File: src/pkg/fpes_pkg.sv
// package: register map, field layout and command codes of the flash sequencer
package fpes_pkg;

  // ---------------------------------------------------------------
  // register indices (byte address is four times the index)
  // ---------------------------------------------------------------
  localparam int unsigned    REG_COUNT      = 20;
  localparam logic [4:0]     IDX_LAST       = 5'h13;
  localparam logic [4:0]     IDX_CTRL       = 5'h01;
  localparam logic [4:0]     IDX_PARAM_IDX  = 5'h02;
  localparam logic [4:0]     IDX_STATUS     = 5'h06;
  localparam logic [4:0]     IDX_PROTECTION = 5'h08;
  localparam logic [4:0]     IDX_PARAM      = 5'h0A;

  // ---------------------------------------------------------------
  // status register bit positions
  // ---------------------------------------------------------------
  localparam int unsigned    ST_COMMAND_COMPLETE_FLAG   = 7;
  localparam int unsigned    ST_ACCESS_ERROR = 5;
  localparam int unsigned    ST_PROTECTION_VIOLATION = 4;
  localparam int unsigned    ST_MGANY  = 1;
  localparam int unsigned    ST_MGFAT  = 0;

  // ---------------------------------------------------------------
  // command codes, parameter indices and address layout
  // ---------------------------------------------------------------
  localparam logic [7:0]     CMD_ERASE_ALL   = 8'h08;
  localparam logic [7:0]     CMD_ERASE_BLOCK = 8'h09;
  localparam logic [2:0]     PIDX_ALL        = 3'h0;
  localparam logic [2:0]     PIDX_BLOCK      = 3'h1;
  localparam logic [1:0]     PF_BLOCK        = 2'h3;
  localparam logic [1:0]     DF_BLOCK_DEF    = 2'h1;
  localparam logic [17:0]    PROT_BYTE_ADDR  = 18'h3FF0C;
  localparam logic [18:0]    HI_TOP_PLUS1    = 19'h40000;
  localparam logic [18:0]    HI_MIN_SIZE     = 19'h00800;
  localparam logic [18:0]    LO_BASE         = 19'h38000;
  localparam logic [18:0]    LO_MIN_SIZE     = 19'h00400;
  localparam logic [2:0]     PHRASE_MASK     = 3'h7;

  // protection byte after a faulty load: open cleared, rest set
  localparam logic [7:0]     PROT_FAULT_VAL  = 8'h7F;

  // protection register layout
  typedef struct packed {
    logic       open;
    logic       reserved_nonvolatile_bit;
    logic       hiDis;
    logic [1:0] hiSize;
    logic       loDis;
    logic [1:0] loSize;
  } fpes_prot_t;

  // result of one erase/verify run from the array
  typedef struct packed {
    logic done;
    logic anyErr;
    logic fatalErr;
  } fpes_verify_t;

  // sequencer states
  typedef enum logic [2:0] {
    S_LOAD  = 3'b000,
    S_IDLE  = 3'b001,
    S_CHECK = 3'b010,
    S_WAIT  = 3'b011
  } fpes_state_t;

endpackage : fpes_pkg

File: src/logic/flash_protect_erase_sequencer.sv
// flash protection register and erase command sequencer behind an APB slave
// Notes on behaviour
// - protection register writes may only enlarge the protected region
// - protection register is loaded from the stored protection byte at reset
// - a double fault on that load leaves program flash fully protected
// - altering data in a protected program-flash area sets protection violation
// - block erase refused when any sector of that program block is protected
// - open bit picks protected ranges (1) or unprotected ranges (0)
// - high disable bit turns the range ending at the top address off
// - high size field writable only while high disable bit is set
// - low disable bit governs bottom range; low size writable only while set
// - open, high and low disable bits decode the protection function
// - high size codes give 2, 4, 8, 16 kilobytes ending at top
// - low size codes give 1, 2, 4, 8 kilobytes starting at bottom
// - code 0x08 at index 000 erases and verifies all flash
// - successful erase-all verify releases device security
// - clearing command complete launches; it sets again when erase finishes
// - erase-all: access error on bad index or mode, violation if protected
// - verify errors set the any flag; uncorrectable ones set the fatal flag
// - code 0x09 erases the block from address bits 17:16 and 15:0
// - erase-block: access error on index, mode, block or alignment fault
// - twenty registers at consecutive offsets up to the last one
// - erase-block sets violation if the selected block holds protection
`timescale 1ns/1ps
`default_nettype none

module flash_protect_erase_sequencer
  import fpes_pkg::*;
#(
  parameter int unsigned PARAM_DEPTH = 6,
  parameter logic [1:0]  DF_BLOCK    = DF_BLOCK_DEF
) (
  input  wire logic         mclk,
  input  wire logic         resetn,
  // apb slave
  input  wire logic         psel,
  input  wire logic         penable,
  input  wire logic         pwrite,
  input  wire logic [6:0]   paddr,
  input  wire logic [31:0]  pwdata,
  output logic              pready,
  output logic              pslverr,
  output logic [31:0]       prdata,
  // protection byte read at reset
  output logic              nvmReadReq,
  output logic [17:0]       nvmReadAddr,
  input  wire logic         nvmReadValid,
  input  wire logic [7:0]   nvmProtByte,
  input  wire logic         nvmDoubleFault,
  // mode and data-flash state
  input  wire logic         cmdAllowed,
  input  wire logic         dflashProtected,
  // write attempts from the memory controller
  input  wire logic         alterReq,
  input  wire logic [17:0]  alterAddr,
  // erase engine of the array
  output logic              eraseReq,
  output logic              eraseAll,
  output logic [1:0]        eraseBlock,
  input  wire fpes_verify_t verifyIn,
  // security state
  output logic              secured
);

  // ---------------------------------------------------------------
  // helpers
  // ---------------------------------------------------------------
  // address falls in a protected program-flash area
  function automatic logic addrProtected(input fpes_prot_t p, input logic [17:0] a);
    logic [18:0] hiSpan, loSpan;
    logic        inHi, inLo, inPf;
    hiSpan = HI_MIN_SIZE << p.hiSize;
    loSpan = LO_MIN_SIZE << p.loSize;
    // high disable switches the top range off
    inHi = ({1'b0, a} >= (HI_TOP_PLUS1 - hiSpan)) && !p.hiDis;
    inLo = ({1'b0, a} >= LO_BASE) && ({1'b0, a} < (LO_BASE + loSpan)) && !p.loDis;
    inPf = (a[17:16] == PF_BLOCK);
    addrProtected = p.open ? (inHi || inLo) : (inPf && !(inHi || inLo));
  endfunction : addrProtected
  // any protection at all in program flash
  function automatic logic anyProt(input fpes_prot_t p);
    anyProt = !(p.open && p.hiDis && p.loDis);
  endfunction : anyProt
  // ---------------------------------------------------------------
  // state
  // ---------------------------------------------------------------
  fpes_state_t  state_q;
  fpes_prot_t   prot_q, prot_d, protWr;
  logic         command_complete_flag_q, access_error_q, protViol_q, mgAny_q, mgFatal_q, ctrlUnused_q;
  logic [2:0]   paramIdx_q;
  logic [15:0]  param_q [PARAM_DEPTH];
  logic         wrEn, rdSetup, idxValid, launch, chkAcc, chkViol;
  logic [4:0]   regIdx;
  logic [7:0]   cmdCode;
  logic [1:0]   blkSel;
  logic [15:0]  blkAddr;
  assign regIdx   = paddr[6:2];
  // write data seen through the protection field layout
  assign protWr   = fpes_prot_t'(pwdata[$bits(fpes_prot_t)-1:0]);
  assign idxValid = (regIdx <= IDX_LAST);
  // writes land at the edge where the access phase is answered
  // writes during a command ignored
  assign wrEn     = psel && penable && pready && pwrite && idxValid && command_complete_flag_q;
  assign rdSetup  = psel && !penable;
  // launch by writing one to complete flag
  assign launch   = wrEn && (regIdx == IDX_STATUS) && pwdata[ST_COMMAND_COMPLETE_FLAG]
                    && !access_error_q && !protViol_q && (state_q == S_IDLE);
  assign cmdCode  = param_q[0][15:8];
  assign blkSel   = param_q[0][1:0];
  assign blkAddr  = param_q[1];

  // ---------------------------------------------------------------
  // apb answer
  // ---------------------------------------------------------------
  // zero-wait answer, registered in the setup cycle
  always_ff @(posedge mclk) begin
    if (!resetn) begin
      pready  <= 1'b0;
      pslverr <= 1'b0;
      prdata  <= 32'h0000_0000;
    end else begin
      pready  <= rdSetup;
      pslverr <= rdSetup && !idxValid;
      if (rdSetup && !pwrite) begin
        case (regIdx)
          IDX_CTRL:       prdata <= {30'h0000_0000, secured, ctrlUnused_q};
          IDX_PARAM_IDX:  prdata <= {29'h0000_0000, paramIdx_q};
          IDX_STATUS:     prdata <= {24'h00_0000, command_complete_flag_q, 1'b0, access_error_q, protViol_q,
                                     2'b00, mgAny_q, mgFatal_q};
          IDX_PROTECTION: prdata <= {24'h00_0000, prot_q};
          IDX_PARAM:      prdata <= (32'(paramIdx_q) < PARAM_DEPTH)
                                    ? {16'h0000, param_q[paramIdx_q]} : 32'h0000_0000;
          default:        prdata <= 32'h0000_0000;
        endcase
      end else begin
        prdata <= 32'h0000_0000;
      end
    end
  end

  // ---------------------------------------------------------------
  // command parameter registers
  // ---------------------------------------------------------------
  // parameter index and spare control bit
  always_ff @(posedge mclk) begin
    if (!resetn) begin
      paramIdx_q   <= 3'h0;
      ctrlUnused_q <= 1'b0;
    end else if (wrEn && regIdx == IDX_PARAM_IDX) begin
      paramIdx_q <= pwdata[2:0];
    end else if (wrEn && regIdx == IDX_CTRL) begin
      ctrlUnused_q <= pwdata[0];
    end
  end

  // parameter words, addressed through the index
  always_ff @(posedge mclk) begin
    if (!resetn) begin
      for (int i = 0; i < PARAM_DEPTH; i++) begin
        param_q[i] <= 16'h0000;
      end
    end else if (wrEn && regIdx == IDX_PARAM && 32'(paramIdx_q) < PARAM_DEPTH) begin
      param_q[paramIdx_q] <= pwdata[15:0];
    end
  end

  // ---------------------------------------------------------------
  // protection register
  // ---------------------------------------------------------------
  // candidate value of a software write
  always_comb begin
    prot_d = prot_q;
    if (!prot_q.open) begin
      // unprotected ranges may only be switched off
      prot_d.hiDis = prot_q.hiDis | protWr.hiDis;
      prot_d.loDis = prot_q.loDis | protWr.loDis;
    end else if (!protWr.open) begin
      // open drops: old protected ranges must not become holes
      prot_d.open  = 1'b0;
      prot_d.hiDis = protWr.hiDis | ~prot_q.hiDis;
      prot_d.loDis = protWr.loDis | ~prot_q.loDis;
    end else begin
      // protected ranges may only be switched on
      prot_d.hiDis = prot_q.hiDis & protWr.hiDis;
      prot_d.loDis = prot_q.loDis & protWr.loDis;
    end
    // high size gated by high disable
    if (prot_q.hiDis) begin
      prot_d.hiSize = protWr.hiSize;
    end
    // low size gated by low disable
    if (prot_q.loDis) begin
      prot_d.loSize = protWr.loSize;
    end
  end

  // load at reset sequence, then software updates
  always_ff @(posedge mclk) begin
    if (!resetn) begin
      prot_q <= fpes_prot_t'(PROT_FAULT_VAL);
    end else if (state_q == S_LOAD && nvmReadValid) begin
      prot_q <= nvmDoubleFault ? fpes_prot_t'(PROT_FAULT_VAL) : fpes_prot_t'(nvmProtByte);
    end else if (wrEn && regIdx == IDX_PROTECTION) begin
      prot_q <= prot_d;
    end
  end

  // protection byte fetch request
  always_ff @(posedge mclk) begin
    if (!resetn) begin
      nvmReadReq  <= 1'b0;
      nvmReadAddr <= 18'h00000;
    end else begin
      nvmReadReq  <= (state_q == S_LOAD) && !nvmReadValid;
      nvmReadAddr <= PROT_BYTE_ADDR;
    end
  end

  // ---------------------------------------------------------------
  // launch checks
  // ---------------------------------------------------------------
  // access error and violation found at launch
  always_comb begin
    chkAcc  = !cmdAllowed;
    chkViol = 1'b0;
    case (cmdCode)
      CMD_ERASE_ALL: begin
        chkAcc  = chkAcc || (paramIdx_q != PIDX_ALL);
        chkViol = anyProt(prot_q) || dflashProtected;
      end
      CMD_ERASE_BLOCK: begin
        chkAcc = chkAcc || (paramIdx_q != PIDX_BLOCK)
                 || (blkSel != PF_BLOCK && blkSel != DF_BLOCK)
                 || (blkSel == PF_BLOCK && (blkAddr[2:0] & PHRASE_MASK) != 3'h0)
                 || (blkSel == DF_BLOCK && blkAddr[0]);
        chkViol = (blkSel == PF_BLOCK) ? anyProt(prot_q) : dflashProtected;
      end
      default: begin
        chkAcc = 1'b1;
      end
    endcase
  end

  // ---------------------------------------------------------------
  // sequencer
  // ---------------------------------------------------------------
  // command state machine
  always_ff @(posedge mclk) begin
    if (!resetn) begin
      state_q <= S_LOAD;
    end else begin
      case (state_q)
        S_LOAD:  state_q <= nvmReadValid ? S_IDLE : S_LOAD;
        S_IDLE:  state_q <= launch ? S_CHECK : S_IDLE;
        S_CHECK: state_q <= (chkAcc || chkViol) ? S_IDLE : S_WAIT;
        S_WAIT:  state_q <= verifyIn.done ? S_IDLE : S_WAIT;
        default: state_q <= S_IDLE;
      endcase
    end
  end

  // erase request to the array, held until done
  always_ff @(posedge mclk) begin
    if (!resetn) begin
      eraseReq   <= 1'b0;
      eraseAll   <= 1'b0;
      eraseBlock <= 2'b00;
    end else if (state_q == S_CHECK && !chkAcc && !chkViol) begin
      eraseReq   <= 1'b1;
      eraseAll   <= (cmdCode == CMD_ERASE_ALL);
      eraseBlock <= blkSel;
    end else if (state_q == S_WAIT && verifyIn.done) begin
      eraseReq <= 1'b0;
    end
  end

  // command complete flag
  always_ff @(posedge mclk) begin
    if (!resetn) begin
      command_complete_flag_q <= 1'b0;
    end else if (state_q == S_LOAD) begin
      command_complete_flag_q <= nvmReadValid;
    end else if (launch) begin
      command_complete_flag_q <= 1'b0;
    end else if (state_q == S_CHECK && (chkAcc || chkViol)) begin
      command_complete_flag_q <= 1'b1;
    end else if (state_q == S_WAIT && verifyIn.done) begin
      command_complete_flag_q <= 1'b1;
    end
  end

  // error flags: set by hardware, write one to clear when idle
  always_ff @(posedge mclk) begin
    if (!resetn) begin
      access_error_q   <= 1'b0;
      protViol_q <= 1'b0;
    end else begin
      if (state_q == S_CHECK && chkAcc) begin
        access_error_q <= 1'b1;
      end else if (wrEn && regIdx == IDX_STATUS && pwdata[ST_ACCESS_ERROR]) begin
        access_error_q <= 1'b0;
      end
      if ((state_q == S_CHECK && chkViol && !chkAcc)
          || (alterReq && addrProtected(prot_q, alterAddr))) begin
        protViol_q <= 1'b1;
      end else if (wrEn && regIdx == IDX_STATUS && pwdata[ST_PROTECTION_VIOLATION]) begin
        protViol_q <= 1'b0;
      end
    end
  end

  // verify result flags, cleared at each launch
  always_ff @(posedge mclk) begin
    if (!resetn) begin
      mgAny_q   <= 1'b0;
      mgFatal_q <= 1'b0;
    end else if (launch) begin
      mgAny_q   <= 1'b0;
      mgFatal_q <= 1'b0;
    end else if (state_q == S_WAIT && verifyIn.done) begin
      mgAny_q   <= verifyIn.anyErr || verifyIn.fatalErr;
      mgFatal_q <= verifyIn.fatalErr;
    end
  end

  // device security
  always_ff @(posedge mclk) begin
    if (!resetn) begin
      secured <= 1'b1;
    end else if (state_q == S_WAIT && verifyIn.done && eraseAll
                 && !verifyIn.anyErr && !verifyIn.fatalErr) begin
      secured <= 1'b0;
    end
  end
endmodule : flash_protect_erase_sequencer
`default_nettype wire

File: config.mk
export PLATFORM = sky130hd
export DESIGN_NAME = flash_protect_erase_sequencer
export DESIGN_NICKNAME = d
export VERILOG_FILES = /design/src/pkg/fpes_pkg.sv /design/src/logic/flash_protect_erase_sequencer.sv
export SDC_FILE = /design/constraint.sdc
export NUM_CORES = 1
export LEC_CHECK = 0
export BUFFER_PORTS_ARGS = -buffer_cell sky130_fd_sc_hd__buf_2
export CAP_MARGIN = 40
export CELL_PAD_IN_SITES_DETAIL_PLACEMENT = 1
export CELL_PAD_IN_SITES_GLOBAL_PLACEMENT = 1
export CORE_ASPECT_RATIO = 1.4
export CORE_MARGIN = 2
export CORE_UTILIZATION = 41
export DETAILED_ROUTE_END_ITERATION = 10
export HOLD_SLACK_MARGIN = 0.1
export MAX_ROUTING_LAYER = met4
export PLACE_DENSITY_LB_ADDON = 0.3
export SLEW_MARGIN = 20
export SYNTH_ARGS = -nofsm -noshare
export SYNTH_HDL_FRONTEND = slang
export SYNTH_SLANG_ARGS = --single-unit
File: constraint.sdc
create_clock -name mclk -period 3.6 [get_ports mclk]
set_clock_uncertainty 0.15 [all_clocks]
set_input_delay 0.72 -clock mclk [delete_from_list [all_inputs] [get_ports mclk]]
set_output_delay 0.72 -clock mclk [all_outputs]
set_load 0.05 [all_outputs]
==> results of run 1 <==
[registers in the layout, indices dropped and copies added, names as in the netlist, named ones only]
name	flops
prdata	16
access_error_q	1
param_q	128
eraseBlock	2
pslverr	1
paramIdx_q	3
protViol_q	1
prot_d	1
pready	1
prot_q	7
secured	1
state_q	2
ctrlUnused_q	1
mgAny_q	1
eraseReq	1
nvmReadReq	1
command_complete_flag_q	1
nvmReadAddr	1
eraseAll	1
mgFatal_q	1
[layer usage]
metal | track usage [%] | vias up | share of wire (%)
met3 | 4.03 | 53 | 4.7
li1 | - | 2425 | -
met5 | - | - | 0
met2 | 38.7 | 171 | 53
met1 | 23.5 | 2660 | 38
met4 | 11.6 | 0 | 4.4
[area by class of cell]
class	instances	area [um^2]
clock buffers	17	425
clock inverters	15	150
fillers	2043	9900
inverters	21	78.8
multi-input cells	412	2980
flip-flops and latches	175	4790
well taps	248	310
repair buffers	107	591
[worst paths after layout]
kind | to | slack [ns] | start | depth (start not counted)
setup / recovery | protViol_q | 0.86 | prot_q[3] | 9
hold / removal | ctrlUnused_q | 0.32 | ctrlUnused_q | 2
setup reg to reg | protViol_q | 0.86 | prot_q[3] | 9
hold reg to reg | ctrlUnused_q | 0.32 | ctrlUnused_q | 2
[kinds of logic after synthesis]
family,after synthesis,synth area share [%]
flip-flops,175,59.6
AO/OA/AOI/OAI,64,5.83
multiplexers,54,11.9
other,1,0.0467
AND/OR/NAND/NOR,230,15.4
buffers and inverters,84,5.82
adder cells (fa/ha/maj),9,1.40
[critical path, cell delays in order (launching register included)]
cell	delay, ns
dfxtp_1	0.34
or2_2	0.32
ha_1	0.28
inv_1	0.05
ha_1	0.27
o21a_1	0.10
o21ai_0	0.20
a2111oi_0	0.16
or4b_2	0.68
o211ai_1	0.11
[metrics by stage]
step	cell area (um^2)	hold WS [ns]	utilization, %	setup slack, ns	power (mW)
2_1_floorplan	8220	0.286	-	0.164	2.50
3_3_place_gp	8740	0.292	45.5	0.653	2.58
3_5_place_dp	8740	0.311	45.5	0.605	2.59
4_1_cts	9320	0.320	48.5	0.866	4.37
5_1_grt	9320	0.353	48.5	0.724	4.48
6_report	9320	0.319	48.5	0.863	4.34
[cell usage in the layout (no fill, tap or decap), types with 11 or more instances in the layout]
master and n:
a21oi_1 11, and2_1 51, buf_2 85, buf_4 22, clkbuf_16 17, conb_1 55, dfxtp_1 46, edfxtp_1 128
inv_1 21, mux2i_1 13, mux4_2 32, nand2_1 42, nand2b_1 11, nand3_1 12, nor2_1 70
[power by group]
part / total [mW] / internal [mW] / switching, mW / leakage (nW)
clock network: 1.79 / 0.922 / 0.864 / 0.281
logic: 0.301 / 0.0887 / 0.213 / 1.60
registers: 2.25 / 2.22 / 0.0355 / 1.69
total: 4.34 / 3.23 / 1.11 / 3.58
==> results.sh, run 1 <==
export IMPL_die_x_um=122
export IMPL_synth_edf_count=128
export IMPL_synth_top_area_cell="edfxtp_1"
export IMPL_clk_pin_slew_worst_paths_ns=0.07
export IMPL_viasPerCell=5.34
export IMPL_setup_viol=0
export IMPL_layout_drive_gt1_share_pct=26.1
export IMPL_cts_setup_buffers=0
export IMPL_timing_worst_setup_path_type="reg2reg"
export IMPL_ys_types=61
export IMPL_dp_cells=963
export IMPL_syn_avg_cell_area_um2=13.0
export IMPL_final_antenna_net_count=0
export IMPL_slew_headroom_pct=46.3
export IMPL_grt_setup_unrepaired="no"
export IMPL_initial_utilization_pct=41.7
export IMPL_ir_drop_v=0.000277
export IMPL_hold_viol_final=0
export IMPL_grt_pass1_wl_mm=32.7
export IMPL_grt_max_degree=24
export IMPL_drtIter0Drc=310
export IMPL_fin_crit_ns=2.74
export IMPL_ctsResizeCount=0
export IMPL_avgRoutedWirePerCell_um=21.4
export IMPL_port_buffers=85
export IMPL_power_density_nw_per_um2=465
export IMPL_worst_slew_pin_transition_ns=0.799
export IMPL_netlist_instances=617
export IMPL_clock_sink_count=175
export IMPL_drtPass1Iterations=5
export IMPL_dp_hpwl_mm=14.7
export IMPL_timing_fmax_mhz=365
export IMPL_finalNonFillerCells=995
export IMPL_numCtsBuffers=17
export IMPL_seq_area_frac_synth_pct=59.6
export IMPL_synthTopCellsByArea="edfxtp_1 48%, dfxtp_1 12%, mux4_2 9.0%, and2_1 4.0%, nor2_1 3.3%"
export IMPL_synth_seq_cells=175
export IMPL_leakagePower_nw=3.58
export IMPL_cts_tree="built"
export IMPL_grt_overflow=0
export IMPL_synthArstFlopShare_pct=0
export IMPL_diodes=0
export IMPL_vias=5309
export IMPL_synth_area_um2=8020
export IMPL_ctsHoldBuffers=0
export IMPL_drv_cap=0
export IMPL_cp_end_kind="flop"
export IMPL_fin_setup_tns_ns=0
export IMPL_clock_tree_root_cell="clkbuf_16"
export IMPL_insertion_delay_ns=0.43
export IMPL_period_share_pct=76.0
export IMPL_ys_warn_count=0
export IMPL_totalWireLength_mm=21.3
export IMPL_hold_class="reg2reg"
export IMPL_synth_most_common_cell="edfxtp_1"
export IMPL_synth_common_cells="128 x edfxtp_1, 70 x nor2_1, 51 x and2_1"
export IMPL_grt_pass1_vias=5786
export IMPL_fp_dieH_um=170
export IMPL_grtUsageTotal_pct=22.1
export IMPL_status="finished clean"
export IMPL_clk_path_buf_depth=2
export IMPL_synth_top_area_share_pct=47.9
export IMPL_startpoint_type="flop"
export IMPL_drc_errors=0
export IMPL_pin_count=136
export IMPL_nNetsFinal=821
export IMPL_ys_flop_type="edfxtp_1"
export IMPL_coreArea_um2=19200
export IMPL_rows=60
export IMPL_antenna_found_initial=0
export IMPL_finalMaxSlewViolations=0
export IMPL_critPathMaxFanout=5
export IMPL_critPathArrivalTime_ns=2.94
export IMPL_die_area_um2=20700
export IMPL_gp_congestion=0.807
export IMPL_area_delta_synth_final_pct=16.2
export IMPL_htreeDepth=4
export IMPL_critPathRequiredTime_ns=3.80
Power figures use the tool's default switching activity.
==> inputs of run 2 (changes only) <==
CORE_UTILIZATION = 46   (was 41)
clock period = 2.65 ns   (was 3.6 ns; I/O delays follow)
==> results.sh, run 2 (same netlist as run 1, synthesis figures left out) <==
export IMPL_crit_path_frequent_cell="ha_1"
export IMPL_power_mw=5.91
export IMPL_critPathRequiredTime_ns=2.86
export IMPL_path_cells="or2_2 -> ha_1 -> inv_1 -> ha_1 -> o21a_1 -> o21ai_2 -> a2111oi_2 -> or4b_2 -> o211ai_1"
export IMPL_grt_setup_unrepaired="no"
export IMPL_status="finished clean"
export IMPL_final_core_util_pct=55.1
export IMPL_slew_headroom_pct=45.0
export IMPL_use_met3_pct=4.44
export IMPL_initial_utilization_pct=46.7
export IMPL_clock_sink_count=175
export IMPL_viasPerCell=5.44
export IMPL_clk_pin_slew_worst_paths_ns=0.07
export IMPL_die_x_um=116
export IMPL_finalNonFillerCells=994
export IMPL_grt_max_degree=25
export IMPL_grtUsageMet2_pct=44.3
export IMPL_timing_fmax_mhz=398
export IMPL_coreArea_um2=17200
export IMPL_clk_path_buf_depth=2
export IMPL_htreeDepth=4
export IMPL_busiest_layer="met2"
export IMPL_setup_viol=0
export IMPL_avgRoutedWirePerCell_um=21.5
export IMPL_leakagePower_nw=3.64
export IMPL_area_delta_synth_final_pct=18.1
export IMPL_critPathArrivalTime_ns=2.73
export IMPL_max_stage_delay_ns=0.67
export IMPL_period_share_pct=94.9
export IMPL_use_met1_pct=27.4
export IMPL_nNetsFinal=832
export IMPL_cpMaxStageDelayCell="or4b_2"
export IMPL_top_register="param_q"
export IMPL_largest_reg_flops=128
export IMPL_crit_family="simple AND/OR/NAND/NOR gates"
export IMPL_fin_setup_tns_ns=0
export IMPL_totalWireLength_mm=21.3
export IMPL_place_area_um2=8890
export IMPL_diodes=0
export IMPL_p_switching_mw=1.45
export IMPL_pin_count=136
export IMPL_grt_pass1_wl_mm=33.3
export IMPL_layout_drive_gt1_share_pct=28.0
export IMPL_timing_worst_setup_path_type="reg2reg"
export IMPL_power_density_nw_per_um2=624
export IMPL_finalWorstSetupSlack_ns=0.135
export IMPL_drv_cap=0
export IMPL_combPwrFrac_pct=7.4
export IMPL_p_int_mw=4.46
export IMPL_grt_overflow=0
export IMPL_critPathMaxFanout=5
export IMPL_die_area_um2=18500
export IMPL_dp_hpwl_mm=14.9
export IMPL_grtUsageTotal_pct=25.4
export IMPL_vias=5408
export IMPL_hold_class="in2reg"
export IMPL_drtPass1Iterations=5
export IMPL_dp_worst_setup_slack_ns=-0.00277
export IMPL_rows=57
export IMPL_fin_crit_ns=2.52
export IMPL_worst_slew_pin_transition_ns=0.824
export IMPL_port_buffers=85
export IMPL_startpoint_type="flop"
export IMPL_p_sw_share_pct=24.5
export IMPL_p_clk_share_pct=40.8
export IMPL_cts_setup_buffers=0
export IMPL_drtIter0Drc=445
export IMPL_whs_ns=0.205
export IMPL_final_common_cell="edfxtp_1"
export IMPL_cp_end_kind="flop"
export IMPL_gp_congestion=0.894
export IMPL_clock_tree_root_cell="clkbuf_16"
export IMPL_antenna_found_initial=0
export IMPL_finalMaxSlewViolations=0
export IMPL_insertion_delay_ns=0.44
export IMPL_ir_drop_v=0.000451
export IMPL_dp_cells=962
export IMPL_fp_dieH_um=160
export IMPL_hold_viol_final=0
export IMPL_final_antenna_net_count=0
export IMPL_grt_pass1_vias=5943
export IMPL_final_cell_mix="128 x edfxtp_1, 85 x buf_2, 70 x nor2_1"
export IMPL_drc_errors=0
export IMPL_crit_buf_inv=1
export IMPL_final_cell_area_um2=9470
export IMPL_reg_top3="param_q x128, prdata x16, prot_q x7"
export IMPL_p_seq_share_pct=51.7
export IMPL_cts_tree="built"
export IMPL_numCtsBuffers=17
export IMPL_n_fill_cell=1770
run 2: cell count changes in the layout (fill, tap and decap cells not counted), sizes merged:
| cell | before | now |
|---|---|---|
| inv | 28 | 25 |
| buf | 107 | 118 |
| bufinv | 0 | 1 |
| clkbuf | 17 | 18 |
| clkinv | 7 | 5 |
| clkinvlp | 1 | 4 |
run 2: repair_timing:
item / 4_1_cts / 5_1_grt
setup endpoints to repair: 0 / 1
resized for setup: 0 / 5
hold buffers: 0 / 0
run 2: layer usage:
| metal | up-vias | wire [um] | share of wire [%] |
|---|---|---|---|
| met1 | 2754 | 7910 | 37 |
| met5 | - | 0 | 0 |
| li1 | 2433 | - | - |
| met4 | 0 | 932 | 4.4 |
| met2 | 165 | 11700 | 55 |
| met3 | 56 | 830 | 3.9 |
run 2: worst paths after layout:
kind | from | endpoint | slack, ns | cells after the start
setup reg to reg | prot_q[4] | protViol_q | 0.13 | 9
hold reg to reg | ctrlUnused_q | ctrlUnused_q | 0.32 | 2
setup / recovery | prot_q[4] | protViol_q | 0.13 | 9
hold / removal | nvmReadValid | nvmReadReq | 0.20 | 2
run 2: area by class of cell:
cell class                 count  area, um^2  share of cell area (%)
multi-input combinational    412        3000                    31.6
clock buffer                  18         429                    4.53
timing repair buffer         118         748                    7.90
tap                          236         295                    3.12
sequential                   175        4790                    50.5
clock inverter                14         136                    1.44
inverter                      21        78.8                   0.832
run 2: power by group through the flow:
stage | combinational (mW) | clock [mW] | sequential [mW]
3_5_place_dp | 0.431 | 0 | 3.12
6_report | 0.439 | 2.41 | 3.06
4_1_cts | 0.434 | 2.45 | 3.06
3_3_place_gp | 0.418 | 0 | 3.11
5_1_grt | 0.473 | 2.56 | 3.07
2_1_floorplan | 0.292 | 0 | 3.11
==> inputs of run 3 (changes only) <==
ABC_AREA = 1   (was default)
CORE_UTILIZATION = 43   (was 46)
==> results.sh, run 3 <==
export IMPL_status="finished clean"
export IMPL_clk_path_buf_depth=2
export IMPL_worst_slew_pin_transition_ns=0.611
export IMPL_setup_viol=0
export IMPL_leakagePower_nw=3.95
export IMPL_clk_pin_slew_worst_paths_ns=0.06
export IMPL_clock_sink_count=175
export IMPL_timing_fmax_mhz=432
export IMPL_drtPass1Iterations=5
export IMPL_crit_path_frequent_cell="nand2_1"
export IMPL_path_cells="or2_2 -> ha_1 -> inv_1 -> ha_1 -> nand2_1 -> nand2_1 -> nand2_1 -> nand3_1 -> nand2_1 -> nand2_1 -> nand2_1 -> nand2_1 -> nand2_1 -> nand3_1 -> a21oi_1"
export IMPL_htreeDepth=4
export IMPL_ys_flop_type="edfxtp_1"
export IMPL_period_share_pct=87.4
export IMPL_p_switching_mw=1.43
export IMPL_drv_cap=0
export IMPL_diodes=0
export IMPL_p_sw_share_pct=23.0
export IMPL_cts_tree="built"
export IMPL_top_register="param_q"
export IMPL_grt_overflow=0
export IMPL_reg_top3="param_q x128, prdata x16, prot_q x7"
export IMPL_avgRoutedWirePerCell_um=19.3
export IMPL_grtUsageTotal_pct=24.8
export IMPL_area_delta_synth_final_pct=17.0
export IMPL_crit_buf_inv=1
export IMPL_syn_avg_cell_area_um2=9.79
export IMPL_synth_area_um2=8090
export IMPL_ctsHoldBuffers=0
export IMPL_power_density_nw_per_um2=656
export IMPL_dp_hpwl_mm=15.5
export IMPL_p_seq_share_pct=49.2
export IMPL_startpoint_type="flop"
export IMPL_fp_dieH_um=166
export IMPL_grt_pass1_wl_mm=36.5
export IMPL_synthTopCellsByArea="edfxtp_1 48%, dfxtp_1 12%, nor2_1 6.8%, nand2_1 4.6%, o21ai_0 4.5%"
export IMPL_die_x_um=120
export IMPL_r2r_cells=15
export IMPL_synth_most_common_cell="nor2_1"
export IMPL_final_cell_area_um2=9460
export IMPL_critPathRequiredTime_ns=2.86
export IMPL_vias=6505
export IMPL_drtIter0Drc=449
export IMPL_final_common_cell="nor2_1"
export IMPL_critPathArrivalTime_ns=2.53
export IMPL_layout_drive_gt1_share_pct=17.3
export IMPL_viasPerCell=5.45
export IMPL_max_stage_delay_ns=0.38
export IMPL_synth_seq_cells=175
export IMPL_totalWireLength_mm=23.0
export IMPL_cts_setup_buffers=0
export IMPL_netlist_instances=826
export IMPL_synth_common_cells="146 x nor2_1, 128 x edfxtp_1, 100 x nand2_1"
export IMPL_synth_edf_count=128
export IMPL_final_core_util_pct=51.1
export IMPL_critPathMaxFanout=6
export IMPL_ir_drop_v=0.000392
export IMPL_ctsResizeCount=0
export IMPL_grt_setup_unrepaired="no"
export IMPL_power_mw=6.21
export IMPL_slew_headroom_pct=58.9
export IMPL_combPwrFrac_pct=7.1
export IMPL_final_antenna_net_count=0
export IMPL_ys_warn_count=0
export IMPL_cp_depth=15
export IMPL_hold_path_depth=2
export IMPL_whs_ns=0.130
export IMPL_seq_area_frac_synth_pct=59.2
export IMPL_synthArstFlopShare_pct=0
export IMPL_die_area_um2=19900
export IMPL_p_clk_share_pct=43.7
export IMPL_timing_worst_setup_path_type="reg2reg"
export IMPL_register_area_um2=4790
export IMPL_p_int_mw=4.78
export IMPL_grt_max_degree=49
export IMPL_place_area_um2=8820
export IMPL_numCtsBuffers=17
export IMPL_gp_congestion=0.841
export IMPL_reg2reg_slack_ns=0.34
export IMPL_insertion_delay_ns=0.43
export IMPL_ys_types=41
export IMPL_final_cell_mix="146 x nor2_1, 128 x edfxtp_1, 100 x nand2_1"
export IMPL_drc_errors=0
export IMPL_fin_crit_ns=2.31
export IMPL_finalMaxSlewViolations=0
export IMPL_multiInputGateArea_um2=2800
export IMPL_coreArea_um2=18500
export IMPL_hold_class="in2reg"
export IMPL_clock_tree_root_cell="clkbuf_16"
export IMPL_n_fill_cell=2111
export IMPL_synth_top_area_share_pct=47.5
export IMPL_nNetsFinal=1023
export IMPL_dp_cells=1161
export IMPL_finalNonFillerCells=1193
export IMPL_grt_pass1_vias=6871
export IMPL_largest_reg_flops=128
export IMPL_port_buffers=85
export IMPL_cpMaxStageDelayCell="dfxtp_1"
export IMPL_rows=59
export IMPL_hold_viol_final=0
export IMPL_initial_utilization_pct=43.6
export IMPL_antenna_found_initial=0
export IMPL_crit_family="simple AND/OR/NAND/NOR gates"
export IMPL_synth_top_area_cell="edfxtp_1"
export IMPL_cp_end_kind="flop"
export IMPL_pin_count=136
## run 3: cell type report
type	instances	area share (%)
sequential	175	50.6
multi-input combinational	558	29.6
timing repair buffer	108	6.85
clock buffer	23	5.05
tap	244	3.23
inverter	76	3.02
clock inverter	9	1.67
## run 3: logic make-up (layout without fill, tap and decap cells)
family	count (synthesis)	count (layout)	share of synthesized area [%]
simple gates	334	334	18.4
mux	1	1	0.124
compound gates	159	159	12.1
other cells	1	55	0.0464
buf+inv	147	216	8.73
fa+ha+maj	9	9	1.39
flops	175	175	59.2
## run 3: power by group through the flow
stage,registers [mW],clock network (mW),logic [mW]
6_report,3.05,2.71,0.440
5_1_grt,3.06,2.84,0.485
4_1_cts,3.05,2.73,0.440
3_5_place_dp,3.11,0,0.436
3_3_place_gp,3.11,0,0.427
2_1_floorplan,3.11,0,0.318
## run 3: routing by layer
metal	global-route usage, %	wire length (um)	part of all wire [%]	vias up
met4	10.0	786	3.4	0
met3	3.57	957	4.2	62
met2	45.3	12600	55	205
li1	-	-	-	3010
met5	-	0	0	-
met1	26.5	8730	38	3228
## run 3: per-stage QoR
| step | setup slack, ns | setup TNS (ns) |
|---|---|---|
| 2_1_floorplan | -0.226 | -7.23 |
| 3_3_place_gp | 0.345 | 0 |
| 3_5_place_dp | 0.290 | 0 |
| 4_1_cts | 0.329 | 0 |
| 5_1_grt | 0.114 | 0 |
| 6_report | 0.335 | 0 |
## run 3: path summary, 6_finish.rpt
| check | from | end |
|---|---|---|
| max reg2reg | prot_q[4] | protViol_q |
| min | nvmReadValid | nvmReadReq |
| min reg2reg | mgFatal_q | mgFatal_q |
| max | prot_q[4] | protViol_q |
